File: src/include/dram_card_pkg.sv
package dram_card_pkg;

    // ==========================================================
    // Clock and refresh timing
    // ==========================================================
    localparam int CLK_PERIOD_NS = 10;
    localparam int REFRESH_INTERVAL_NS = 15000;
    localparam int REFRESH_INTERVAL_CYCLES = REFRESH_INTERVAL_NS / CLK_PERIOD_NS;
    localparam int REFRESH_CNT_W = 11;
    localparam logic [REFRESH_CNT_W-1:0] REFRESH_LAST =
        REFRESH_CNT_W'(REFRESH_INTERVAL_CYCLES - 1);

    // ==========================================================
    // Delay-tap sequencer phase lengths, in core clock cycles
    // ==========================================================
    localparam logic [2:0] ROW_PHASE_CYCLES = 3'h2;
    localparam logic [2:0] SELECT_PHASE_CYCLES = 3'h1;
    localparam logic [2:0] COLUMN_PHASE_CYCLES = 3'h3;
    localparam logic [2:0] REF_ADDR_CYCLES = 3'h1;
    localparam logic [2:0] REF_ROW_CYCLES = 3'h3;
    localparam logic [2:0] PRECHARGE_CYCLES = 3'h2;

    // ==========================================================
    // Array size and board decode
    // ==========================================================
    typedef enum logic [1:0] {SIZE_256K, SIZE_128K, SIZE_64K} mem_size_t;
    localparam logic [4:0] DECODE_MASK_256K = 5'h0c;
    localparam logic [4:0] DECODE_MASK_128K = 5'h0e;
    localparam logic [4:0] DECODE_MASK_64K = 5'h0f;
    localparam logic [3:0] BANK_ZERO_ONLY = 4'h1;
    localparam logic [3:0] STROBES_ALL = 4'hf;
    localparam logic [3:0] STROBES_NONE = 4'h0;

    // ==========================================================
    // APB register map
    // ==========================================================
    localparam logic [11:0] CTRL_OFFSET = 12'h000;
    localparam logic [11:0] STATUS_OFFSET = 12'h004;
    localparam logic [11:0] COUNT_OFFSET = 12'h008;
    localparam logic [31:0] CTRL_RESET = 32'h0000_0003;
    localparam int CTRL_REFRESH_EN_BIT = 0;
    localparam int CTRL_WIDE_EN_BIT = 1;
    localparam int STAT_SELECTED_BIT = 0;
    localparam int STAT_REFRESH_BIT = 1;
    localparam int STAT_WAIT_BIT = 2;
    localparam int STAT_BUSY_BIT = 3;
    localparam int STAT_SIZE_LSB = 4;
    localparam int STAT_SWITCH_LSB = 8;
    localparam int COUNT_ACCESS_LSB = 16;

endpackage

File: src/design/dram_card_addr_decode_strobe.sv
`timescale 1ns/1ps
`default_nettype none
module dram_card_addr_decode_strobe
    import dram_card_pkg::*;
(
    input wire logic core_clk,
    input wire logic rstn,
    input wire logic [11:0] paddr,
    input wire logic psel,
    input wire logic penable,
    input wire logic pwrite,
    input wire logic [31:0] pwdata,
    output logic [31:0] prdata,
    output logic pready,
    output logic pslverr,
    input wire logic [23:0] bus_addr,
    input wire logic mem_read_status,
    input wire logic mem_write_status,
    input wire logic psync,
    input wire logic pstval_n,
    input wire logic pwr_n,
    input wire logic sixteen_req,
    input wire logic [7:0] board_base_switch,
    input wire logic size_jumper_a,
    input wire logic size_jumper_b,
    input wire logic bank_bit_jumper,
    output logic board_selected,
    output logic rdy,
    output logic sixteen_ack,
    output logic [7:0] mem_addr_lines,
    output logic [3:0] row_strobe_n,
    output logic [3:0] col_strobe_n,
    output logic row_col_sel,
    output logic refresh_cycle_flag
);

    typedef enum {
        ST_IDLE,
        ST_ROW,
        ST_SELECT,
        ST_COLUMN,
        ST_REF_ADDR,
        ST_REF_ROW,
        ST_PRECHARGE
    } seq_state_t;

    // ==========================================================
    // Pin synchronisers
    // ==========================================================
    localparam int PIN_W = 41;

    logic [PIN_W-1:0] pin_vec;
    logic [PIN_W-1:0] sync1_reg;
    logic [PIN_W-1:0] sync2_reg;
    logic [23:0] s_addr;
    logic s_read;
    logic s_write;
    logic s_psync;
    logic s_pstval_n;
    logic s_pwr_n;
    logic s_wide;
    logic [7:0] s_switch;
    logic s_jumper_a;
    logic s_jumper_b;
    logic s_bank_jumper;

    assign pin_vec = {bus_addr, mem_read_status, mem_write_status, psync, pstval_n,
        pwr_n, sixteen_req, board_base_switch, size_jumper_a, size_jumper_b,
        bank_bit_jumper};

    always_ff @(posedge core_clk or negedge rstn)
    begin
        if (!rstn)
        begin
            sync1_reg <= '0;
            sync2_reg <= '0;
        end
        else
        begin
            sync1_reg <= pin_vec;
            sync2_reg <= sync1_reg;
        end
    end

    assign {s_addr, s_read, s_write, s_psync, s_pstval_n, s_pwr_n, s_wide, s_switch,
        s_jumper_a, s_jumper_b, s_bank_jumper} = sync2_reg;

    // ==========================================================
    // Static configuration and address decode
    // ==========================================================
    mem_size_t size;
    logic hit;
    logic [7:0] row_live;
    logic [7:0] col_live;
    logic [3:0] mask_live;
    logic wide_live;
    logic wide_en;

    // Switches and jumpers are straps; software can only read back the switches and the size, not the bank bit jumper.
    always_comb
    begin
        if (s_jumper_a && s_jumper_b)
            size = SIZE_64K;
        else if (s_jumper_a)
            size = SIZE_128K;
        else
            size = SIZE_256K;
    end

    dram_addr_select addr_select (
        .bus_addr(s_addr),
        .board_base_switch(s_switch),
        .size(size),
        .bank_bit_jumper(s_bank_jumper),
        .wide_access(s_wide && wide_en),
        .board_hit(hit),
        .row_addr(row_live),
        .col_addr(col_live),
        .bank_mask(mask_live),
        .wide_ok(wide_live)
    );

    // ==========================================================
    // Control register
    // ==========================================================
    logic [31:0] ctrl_reg;
    logic apb_write;
    logic apb_access;
    logic refresh_en;

    function automatic logic is_mapped(input logic [11:0] addr);
        is_mapped = (addr == CTRL_OFFSET) || (addr == STATUS_OFFSET)
            || (addr == COUNT_OFFSET);
    endfunction

    assign apb_access = psel && penable;
    assign apb_write = apb_access && pwrite;
    assign refresh_en = ctrl_reg[CTRL_REFRESH_EN_BIT];
    assign wide_en = ctrl_reg[CTRL_WIDE_EN_BIT];

    always_ff @(posedge core_clk or negedge rstn)
    begin
        if (!rstn)
            ctrl_reg <= CTRL_RESET;
        else if (apb_write && (paddr == CTRL_OFFSET))
            ctrl_reg <= pwdata & CTRL_RESET;
    end

    // ==========================================================
    // Bus cycle start and access capture
    // ==========================================================
    logic pstval_prev_reg;
    logic cycle_start;
    logic acc_pending_reg;
    logic acc_is_write_reg;
    logic acc_go;
    logic [7:0] row_reg;
    logic [7:0] col_reg;
    logic [3:0] bank_reg;
    seq_state_t state_reg;
    seq_state_t state_next;
    logic [2:0] phase_cnt_reg;
    logic phase_done;
    logic refresh_busy;
    logic access_done;

    always_ff @(posedge core_clk or negedge rstn)
    begin
        if (!rstn)
            pstval_prev_reg <= 1'b1;
        else
            pstval_prev_reg <= s_pstval_n;
    end

    assign cycle_start = s_psync && pstval_prev_reg && !s_pstval_n;
    // A write only reaches the array once the master says its data is valid.
    assign acc_go = acc_pending_reg && (!acc_is_write_reg || !s_pwr_n);
    assign refresh_busy = (state_reg == ST_REF_ADDR) || (state_reg == ST_REF_ROW)
        || refresh_cycle_flag;
    assign access_done = (state_reg == ST_COLUMN) && phase_done;

    always_ff @(posedge core_clk or negedge rstn)
    begin
        if (!rstn)
        begin
            acc_pending_reg <= 1'b0;
            acc_is_write_reg <= 1'b0;
            row_reg <= 8'h00;
            col_reg <= 8'h00;
            bank_reg <= STROBES_NONE;
        end
        else if (cycle_start && hit && (s_read || s_write))
        begin
            acc_pending_reg <= 1'b1;
            acc_is_write_reg <= s_write && !s_read;
            row_reg <= row_live;
            col_reg <= col_live;
            bank_reg <= mask_live;
        end
        else if (access_done)
            acc_pending_reg <= 1'b0;
    end

    // ==========================================================
    // Refresh timer and request
    // ==========================================================
    logic [REFRESH_CNT_W-1:0] refresh_timer_reg;
    logic refresh_req_reg;
    logic refresh_start;
    logic [7:0] refresh_row_reg;

    always_ff @(posedge core_clk or negedge rstn)
    begin
        if (!rstn)
            refresh_timer_reg <= '0;
        else if (refresh_timer_reg == REFRESH_LAST)
            refresh_timer_reg <= '0;
        else
            refresh_timer_reg <= refresh_timer_reg + 1'b1;
    end

    // A refresh is never begun alongside a bus cycle start or an access.
    assign refresh_start = (state_reg == ST_IDLE) && refresh_req_reg && refresh_en
        && !acc_pending_reg && !s_psync && !cycle_start;

    always_ff @(posedge core_clk or negedge rstn)
    begin
        if (!rstn)
            refresh_req_reg <= 1'b0;
        else if (refresh_timer_reg == REFRESH_LAST)
            refresh_req_reg <= 1'b1;
        else if (refresh_start)
            refresh_req_reg <= 1'b0;
    end

    always_ff @(posedge core_clk or negedge rstn)
    begin
        if (!rstn)
            refresh_row_reg <= 8'h00;
        else if ((state_reg == ST_REF_ROW) && phase_done)
            refresh_row_reg <= refresh_row_reg + 1'b1;
    end

    // ==========================================================
    // Delay-tap sequencer
    // ==========================================================
    logic [2:0] phase_len;
    logic delay_stage_one;
    logic delay_stage_two;

    always_comb
    begin
        case (state_reg)
            ST_ROW: phase_len = ROW_PHASE_CYCLES;
            ST_SELECT: phase_len = SELECT_PHASE_CYCLES;
            ST_COLUMN: phase_len = COLUMN_PHASE_CYCLES;
            ST_REF_ADDR: phase_len = REF_ADDR_CYCLES;
            ST_REF_ROW: phase_len = REF_ROW_CYCLES;
            default: phase_len = PRECHARGE_CYCLES;
        endcase
    end

    assign phase_done = (phase_cnt_reg == phase_len - 3'h1);

    always_comb
    begin
        state_next = state_reg;
        case (state_reg)
            ST_IDLE:
            begin
                if (acc_go)
                    state_next = ST_ROW;
                else if (refresh_start)
                    state_next = ST_REF_ADDR;
            end
            ST_ROW: if (phase_done) state_next = ST_SELECT;
            ST_SELECT: if (phase_done) state_next = ST_COLUMN;
            ST_COLUMN: if (phase_done) state_next = ST_PRECHARGE;
            ST_REF_ADDR: if (phase_done) state_next = ST_REF_ROW;
            ST_REF_ROW: if (phase_done) state_next = ST_PRECHARGE;
            ST_PRECHARGE: if (phase_done) state_next = ST_IDLE;
            default: state_next = ST_IDLE;
        endcase
    end

    always_ff @(posedge core_clk or negedge rstn)
    begin
        if (!rstn)
        begin
            state_reg <= ST_IDLE;
            phase_cnt_reg <= 3'h0;
        end
        else
        begin
            state_reg <= state_next;
            phase_cnt_reg <= (state_next != state_reg) ? 3'h0 : phase_cnt_reg + 3'h1;
        end
    end

    assign delay_stage_one = (state_next == ST_SELECT) || (state_next == ST_COLUMN)
        || (state_next == ST_REF_ROW);
    assign delay_stage_two = (state_next == ST_COLUMN);

    // ==========================================================
    // Strobes, multiplexer and refresh flag
    // ==========================================================
    logic [3:0] ras_next;

    always_comb
    begin
        case (state_next)
            ST_ROW, ST_SELECT, ST_COLUMN: ras_next = bank_reg;
            ST_REF_ROW: ras_next = STROBES_ALL;
            default: ras_next = STROBES_NONE;
        endcase
    end

    // Strobes are registered so the array never sees decode glitches.
    always_ff @(posedge core_clk or negedge rstn)
    begin
        if (!rstn)
        begin
            row_strobe_n <= ~STROBES_NONE;
            col_strobe_n <= ~STROBES_NONE;
            row_col_sel <= 1'b0;
            refresh_cycle_flag <= 1'b0;
            mem_addr_lines <= 8'h00;
        end
        else
        begin
            row_strobe_n <= ~ras_next;
            col_strobe_n <= delay_stage_two ? ~bank_reg : ~STROBES_NONE;
            row_col_sel <= delay_stage_one && !refresh_busy_next(state_next);
            refresh_cycle_flag <= refresh_busy_next(state_next);
            if (refresh_busy_next(state_next))
                mem_addr_lines <= refresh_row_reg;
            else if (delay_stage_one)
                mem_addr_lines <= col_reg;
            else
                mem_addr_lines <= row_reg;
        end
    end

    function automatic logic refresh_busy_next(input seq_state_t st);
        refresh_busy_next = (st == ST_REF_ADDR) || (st == ST_REF_ROW);
    endfunction

    // ==========================================================
    // Ready, select and width answers
    // ==========================================================
    logic wait_reg;

    // The set wins; only an access that starts during a refresh waits, until its own column phase ends.
    always_ff @(posedge core_clk or negedge rstn)
    begin
        if (!rstn)
            wait_reg <= 1'b0;
        else if (cycle_start && hit && (s_read || s_write) && refresh_busy)
            wait_reg <= 1'b1;
        else if (access_done)
            wait_reg <= 1'b0;
    end

    assign rdy = !wait_reg;

    always_ff @(posedge core_clk or negedge rstn)
    begin
        if (!rstn)
        begin
            board_selected <= 1'b0;
            sixteen_ack <= 1'b0;
        end
        else
        begin
            board_selected <= hit;
            sixteen_ack <= hit && wide_live && wide_en;
        end
    end

    // ==========================================================
    // APB read side and counters
    // ==========================================================
    logic [15:0] refresh_count_reg;
    logic [15:0] access_count_reg;
    logic [31:0] status_word;

    always_ff @(posedge core_clk or negedge rstn)
    begin
        if (!rstn)
        begin
            refresh_count_reg <= 16'h0000;
            access_count_reg <= 16'h0000;
        end
        else
        begin
            if ((state_reg == ST_REF_ROW) && phase_done)
                refresh_count_reg <= refresh_count_reg + 16'h0001;
            if (access_done)
                access_count_reg <= access_count_reg + 16'h0001;
        end
    end

    always_comb
    begin
        status_word = 32'h0000_0000;
        status_word[STAT_SELECTED_BIT] = board_selected;
        status_word[STAT_REFRESH_BIT] = refresh_cycle_flag;
        status_word[STAT_WAIT_BIT] = wait_reg;
        status_word[STAT_BUSY_BIT] = (state_reg != ST_IDLE);
        status_word[STAT_SIZE_LSB +: 2] = size;
        status_word[STAT_SWITCH_LSB +: 8] = s_switch;
    end

    // Read data is loaded in the setup cycle so the access phase needs no wait.
    always_ff @(posedge core_clk or negedge rstn)
    begin
        if (!rstn)
            prdata <= 32'h0000_0000;
        else if (psel && !penable && !pwrite)
        begin
            case (paddr)
                CTRL_OFFSET: prdata <= ctrl_reg;
                STATUS_OFFSET: prdata <= status_word;
                COUNT_OFFSET: prdata <= {access_count_reg, refresh_count_reg};
                default: prdata <= 32'h0000_0000;
            endcase
        end
    end

    assign pready = 1'b1;
    assign pslverr = apb_access && !is_mapped(paddr);

endmodule
`default_nettype wire

File: src/design/dram_addr_select.sv
`timescale 1ns/1ps
`default_nettype none
module dram_addr_select
    import dram_card_pkg::*;
(
    input wire logic [23:0] bus_addr,
    input wire logic [7:0] board_base_switch,
    input wire mem_size_t size,
    input wire logic bank_bit_jumper,
    input wire logic wide_access,
    output logic board_hit,
    output logic [7:0] row_addr,
    output logic [7:0] col_addr,
    output logic [3:0] bank_mask,
    output logic wide_ok
);

    function automatic logic [3:0] bank_onehot(input logic [1:0] idx);
        bank_onehot = 4'(4'h1 << idx);
    endfunction

    logic [4:0] sum;
    logic [4:0] mask;
    logic [3:0] rel;
    logic bank_hi;

    // The window starts at the lower switch value and wraps inside the megabyte block.
    assign sum = {1'b0, ~bus_addr[19:16]} + {1'b0, board_base_switch[3:0]};
    assign rel = bus_addr[19:16] - board_base_switch[3:0];

    always_comb
    begin
        case (size)
            SIZE_64K: mask = DECODE_MASK_64K;
            SIZE_128K: mask = DECODE_MASK_128K;
            default: mask = DECODE_MASK_256K;
        endcase
    end

    assign board_hit = (bus_addr[23:20] == board_base_switch[7:4])
        && ((sum & mask) == mask);
    assign row_addr = bus_addr[8:1];
    // With the bank bit jumper fitted, bit 0 replaces bit 16; one bank holds every byte only when size is SIZE_64K.
    assign col_addr = {bank_bit_jumper ? bus_addr[0] : bus_addr[16], bus_addr[15:9]};
    assign wide_ok = wide_access && (size != SIZE_64K);
    assign bank_hi = (size == SIZE_256K) && rel[1];

    always_comb
    begin
        if (size == SIZE_64K)
            bank_mask = BANK_ZERO_ONLY;
        else if (wide_ok)
            bank_mask = bank_onehot({bank_hi, 1'b0}) | bank_onehot({bank_hi, 1'b1});
        else
            bank_mask = bank_onehot({bank_hi, bus_addr[0]});
    end

endmodule
`default_nettype wire

File: config.mk
export PLATFORM = sky130hd
export DESIGN_NAME = dram_card_addr_decode_strobe
export DESIGN_NICKNAME = d
export VERILOG_FILES = /design/src/include/dram_card_pkg.sv /design/src/design/dram_card_addr_decode_strobe.sv /design/src/design/dram_addr_select.sv
export SDC_FILE = /design/constraint.sdc
export NUM_CORES = 1
export LEC_CHECK = 0
export ABC_AREA = 1
export BUFFER_PORTS_ARGS = -buffer_cell sky130_fd_sc_hd__clkbuf_2
export CAP_MARGIN = 20
export CORE_ASPECT_RATIO = 1.75
export CORE_MARGIN = 3
export CORE_UTILIZATION = 50
export DETAILED_ROUTE_END_ITERATION = 12
export PLACE_DENSITY = 0.74
export RECOVER_POWER = 25
export SETUP_SLACK_MARGIN = 0.4
export SLEW_MARGIN = 15
export SYNTH_ARGS = -nofsm -noshare
export SYNTH_HDL_FRONTEND = slang
export SYNTH_SLANG_ARGS = --single-unit
File: constraint.sdc
create_clock -name core_clk -period 2.3 [get_ports core_clk]
set_input_delay 0.345 -clock core_clk [delete_from_list [all_inputs] [get_ports core_clk]]
set_output_delay 0.345 -clock core_clk [all_outputs]
set_load 0.02 [all_outputs]
==> flow_metrics.py <==
metrics = {
    "clock_network": {
        "clockBufferDepth": 3,
        "cts_root_buf": "clkbuf_16",
        "insertion_delay_ns": 0.50,
        "h-tree-depth": 1,
        "cts_tree": "built",
        "clk_pin_slew_worst_paths_ns": 0.07,
        "clock-sinks": 247,
        "cts_inserted_buffers": 22,
    },
    "sta": {
        "finalClockSkew_ns": 0.0168,
        "setup_tns_ns": -8.34,
        "worst_pin_slew_ns": 1.83,
        "finalHoldViolations": 0,
        "fmax_mhz": 391,
        "slew_viol_final": 65,
        "rsz0062_at_grt": "yes",
        "holdWs_ns": 0.0970,
        "slew_headroom_pct": -21.7,
        "finalSetupViolations": 68,
        "finalCritPeriodShare_pct": 111,
        "fin_ws_ns": -0.255,
        "period_minus_slack_ns": 2.55,
    },
    "synthesis": {
        "yosysMostFrequentCell": "dfrtp_1",
        "synth.top_cell.area_share_pct": 61.8,
        "synth_cell_types": 41,
        "synth_top_cell_by_area": "dfrtp_1",
        "async_flop_share_pct": 100,
        "syn-mean-instance-area_um2": 10.6,
        "synth_commonest_cells": "dfrtp_1 (236), nand2_1 (180), inv_1 (109)",
        "ys_warn_count": 0,
        "synth_area_leaders": "dfrtp_1 (62%), nand2_1 (7.1%), inv_1 (4.3%)",
        "synth-seq-cells": 247,
        "synth_edf_count": 0,
        "syn_area_mm2": 0.00956,
        "synth_ff_type": "dfrtp_1",
        "seq_area_frac_synth_pct": 64.8,
        "syn-instance-count": 903,
    },
    "critical_path": {
        "critPathKind": "register to register",
        "slowest_stage": "dfrtp_1",
        "cp-start-kind": "register",
        "cp_slowest_stage_delay_ns": 0.37,
        "cpMostUsedCell": "nand2_2",
        "crit_start": "state_reg[4]",
        "end_kind": "register",
        "arrival_ns": 2.95,
        "cp_cell_sequence": "nor2_1, nand2_2, inv_1, nand2_1, nor2_1, nand2_2, nand3_2, nand2_2, nor2_4, buf_6, nand3_2, nand2_2, nand3_4, inv_4, o21ai_4, nand2_4, nand2_1, nand3_1, nand2_1",
        "crit_family": "simple AND/OR/NAND/NOR gates",
        "regToRegSetupSlack_ns": -0.25,
        "path_max_fanout": 8,
        "r2r_end": "mem_addr_lines[4]",
        "r2r-start": "state_reg[4]",
        "cp_num_buf_inv": 3,
        "worstPathRequired_ns": 2.70,
        "critPathCapture": "mem_addr_lines[4]",
        "cp.depth": 19,
        "ff2ff_path_depth": 19,
    },
    "die": {
        "fp-row-count": 66,
        "fp.dieH_um": 189,
        "die_w_um": 111,
        "num_io_pins": 145,
        "fp.coreArea_mm2": 0.0187,
        "start_util_pct": 51.2,
        "dieArea_mm2": 0.0209,
    },
    "global_route": {
        "grt_usage_pct": 22.8,
        "grt_overflow": 0,
        "grt_pass1_wl_um": 38500,
        "antenna_found_initial": 0,
        "grt_pass1_vias": 7809,
        "grt_max_degree": 68,
    },
    "outcome": {
        "violations": "max-capacitance violations, max-slew violations, negative setup slack",
        "status": "complete, but fails checks",
    },
    "drt": {
        "dr.pass1.iters": 5,
        "wire_per_inst_um": 16.8,
        "drt-initial-drc-count": 498,
        "drc": 0,
        "avgViaCountPerCell": 5.13,
        "drt-total-wl_um": 24800,
        "dr_total_vias": 7536,
        "ant_nets": 0,
    },
    "power": {
        "clkPwrFrac_pct": 42.9,
        "p_comb_share_pct": 5.0,
        "total_leakage_power_uw": 0.00676,
        "p_sw_uw": 1840,
        "p_seq_share_pct": 52.1,
        "internal_power_uw": 6860,
        "peakVddDrop_v": 0.000616,
        "p_sw_share_pct": 21.1,
        "p_per_area_mw_per_mm2": 641,
    },
    "run": {
        "maxCapViolations": 1,
    },
    "hold_path": {
        "hp-class": "primary input to register",
    },
    "final_layout": {
        "multi_input_area_mm2": 0.00378,
        "drive_above_1_share_pct": 36.9,
        "fillCellCount": 1214,
        "area_growth_pct": 41.8,
        "diodes": 0,
        "layout.nets": 1316,
        "seq_area_mm2": 0.00620,
    },
    "placed_design": {
        "portBuffers": 113,
        "gp_congestion": 0.908,
        "place_hpwl_um": 14900,
        "pre_cts_ws_ns": -0.183,
    },
}
-- worst min path at each step --
stage | startpoint | to | slack, ns | depth (start not counted)
final | pwdata[0] | ctrl_reg[0] | 0.1 | 2
after global routing | pwdata[0] | ctrl_reg[0] | 0.09 | 2
after CTS | pwdata[0] | ctrl_reg[0] | 0.08 | 2
after detailed placement | sync1_reg[16] | sync2_reg[16] | 0.33 | 0
after global placement | rstn | row_col_sel | 0.33 | 1
after floorplan | rstn | acc_is_write_reg | 0.05 | 0
-- stage by stage --
stage,instances,power [µW],utilization [%],area [µm²]
after floorplan,931,4710,-,9860
after global placement,1332,4910,59.9,11200
after detailed placement,1332,4930,59.9,11200
after CTS,1455,8730,70.0,13100
after global routing,1470,9040,72.6,13600
final,1470,8690,72.6,13600
-- timing repair --
action,4_1_cts,5_1_grt
gates resized for setup,109,102
endpoints found under the hold margin,100,0
setup endpoints to repair,90,90
hold buffers,42,0
pin swaps,21,24
gates cloned,7,0
setup buffers,34,15
-- layer usage --
layer / vias up / GRT usage (%) / wire length [µm]
li1: 3497 / - / -
met1: 3693 / 25.6 / 9000
met2: 262 / 41.2 / 13500
met3: 84 / 3.68 / 1190
met4: 0 / 11.9 / 1060
met5: - / 0 / 0
-- area by class of cell --
type                            count  area share [%]
Sequential cell                   247            45.7
Clock buffer                       37            4.93
Multi-Input combinational cell    559            27.9
Tap cell                          238            2.20
Inverter                          112            3.12
Timing Repair Buffer              274            15.7
Clock inverter                      3           0.498
-- worst reg2reg max path: stages, from the launching register on --
cell	delay [ns]
dfrtp_1	0.37
nor2_1	0.15
nand2_2	0.14
inv_1	0.12
nand2_1	0.09
nor2_1	0.14
nand2_2	0.08
nand3_2	0.07
nand2_2	0.06
nor2_4	0.21
buf_6	0.14
nand3_2	0.08
nand2_2	0.13
nand3_4	0.13
inv_4	0.09
o21ai_4	0.09
nand2_4	0.14
nand2_1	0.08
nand3_1	0.09
nand2_1	0.06
-- cells by family (layout without fill, tap and decap cells) --
group / after synthesis / after routing / synth area share [%]
buffers and inverters: 128 / 426 / 5.22
AND/OR/NAND/NOR: 373 / 375 / 17.8
AO/OA/AOI/OAI: 94 / 95 / 6.11
adder cells (fa/ha/maj): 10 / 10 / 1.39
flip-flops: 247 / 247 / 64.8
other: 2 / 30 / 0.0786
multiplexers: 3 / 3 / 0.353
XOR/XNOR: 46 / 46 / 4.22
-- layout by cell type (no fill, tap or decap), drive strengths merged, types with 2 or more instances in the layout --
cell type and instances:
nand3 54, o31ai 10, buf 122, conb 30
nor3 13, clkbuf 147, inv 111, dfrtp 236
dlygate4sd3 42, xnor2 18, nor2 88, or2 2
xor2 28, ha 9, o22ai 15, nand4 11
dfstp 11, a21oi 11, nand3b 5, a22o 12
o21ai 45, nor4 9, bufinv 2, nand2 192
mux2 3
-- power by group through the flow --
stage | clock [µW] | sequential (µW) | combinational [µW]
3_3_place_gp | 0 | 4590 | 321
6_report | 3730 | 4530 | 437
3_5_place_dp | 0 | 4600 | 327
2_1_floorplan | 0 | 4590 | 118
4_1_cts | 3800 | 4520 | 408
5_1_grt | 4010 | 4540 | 486
(Power assumes the default switching activity.)
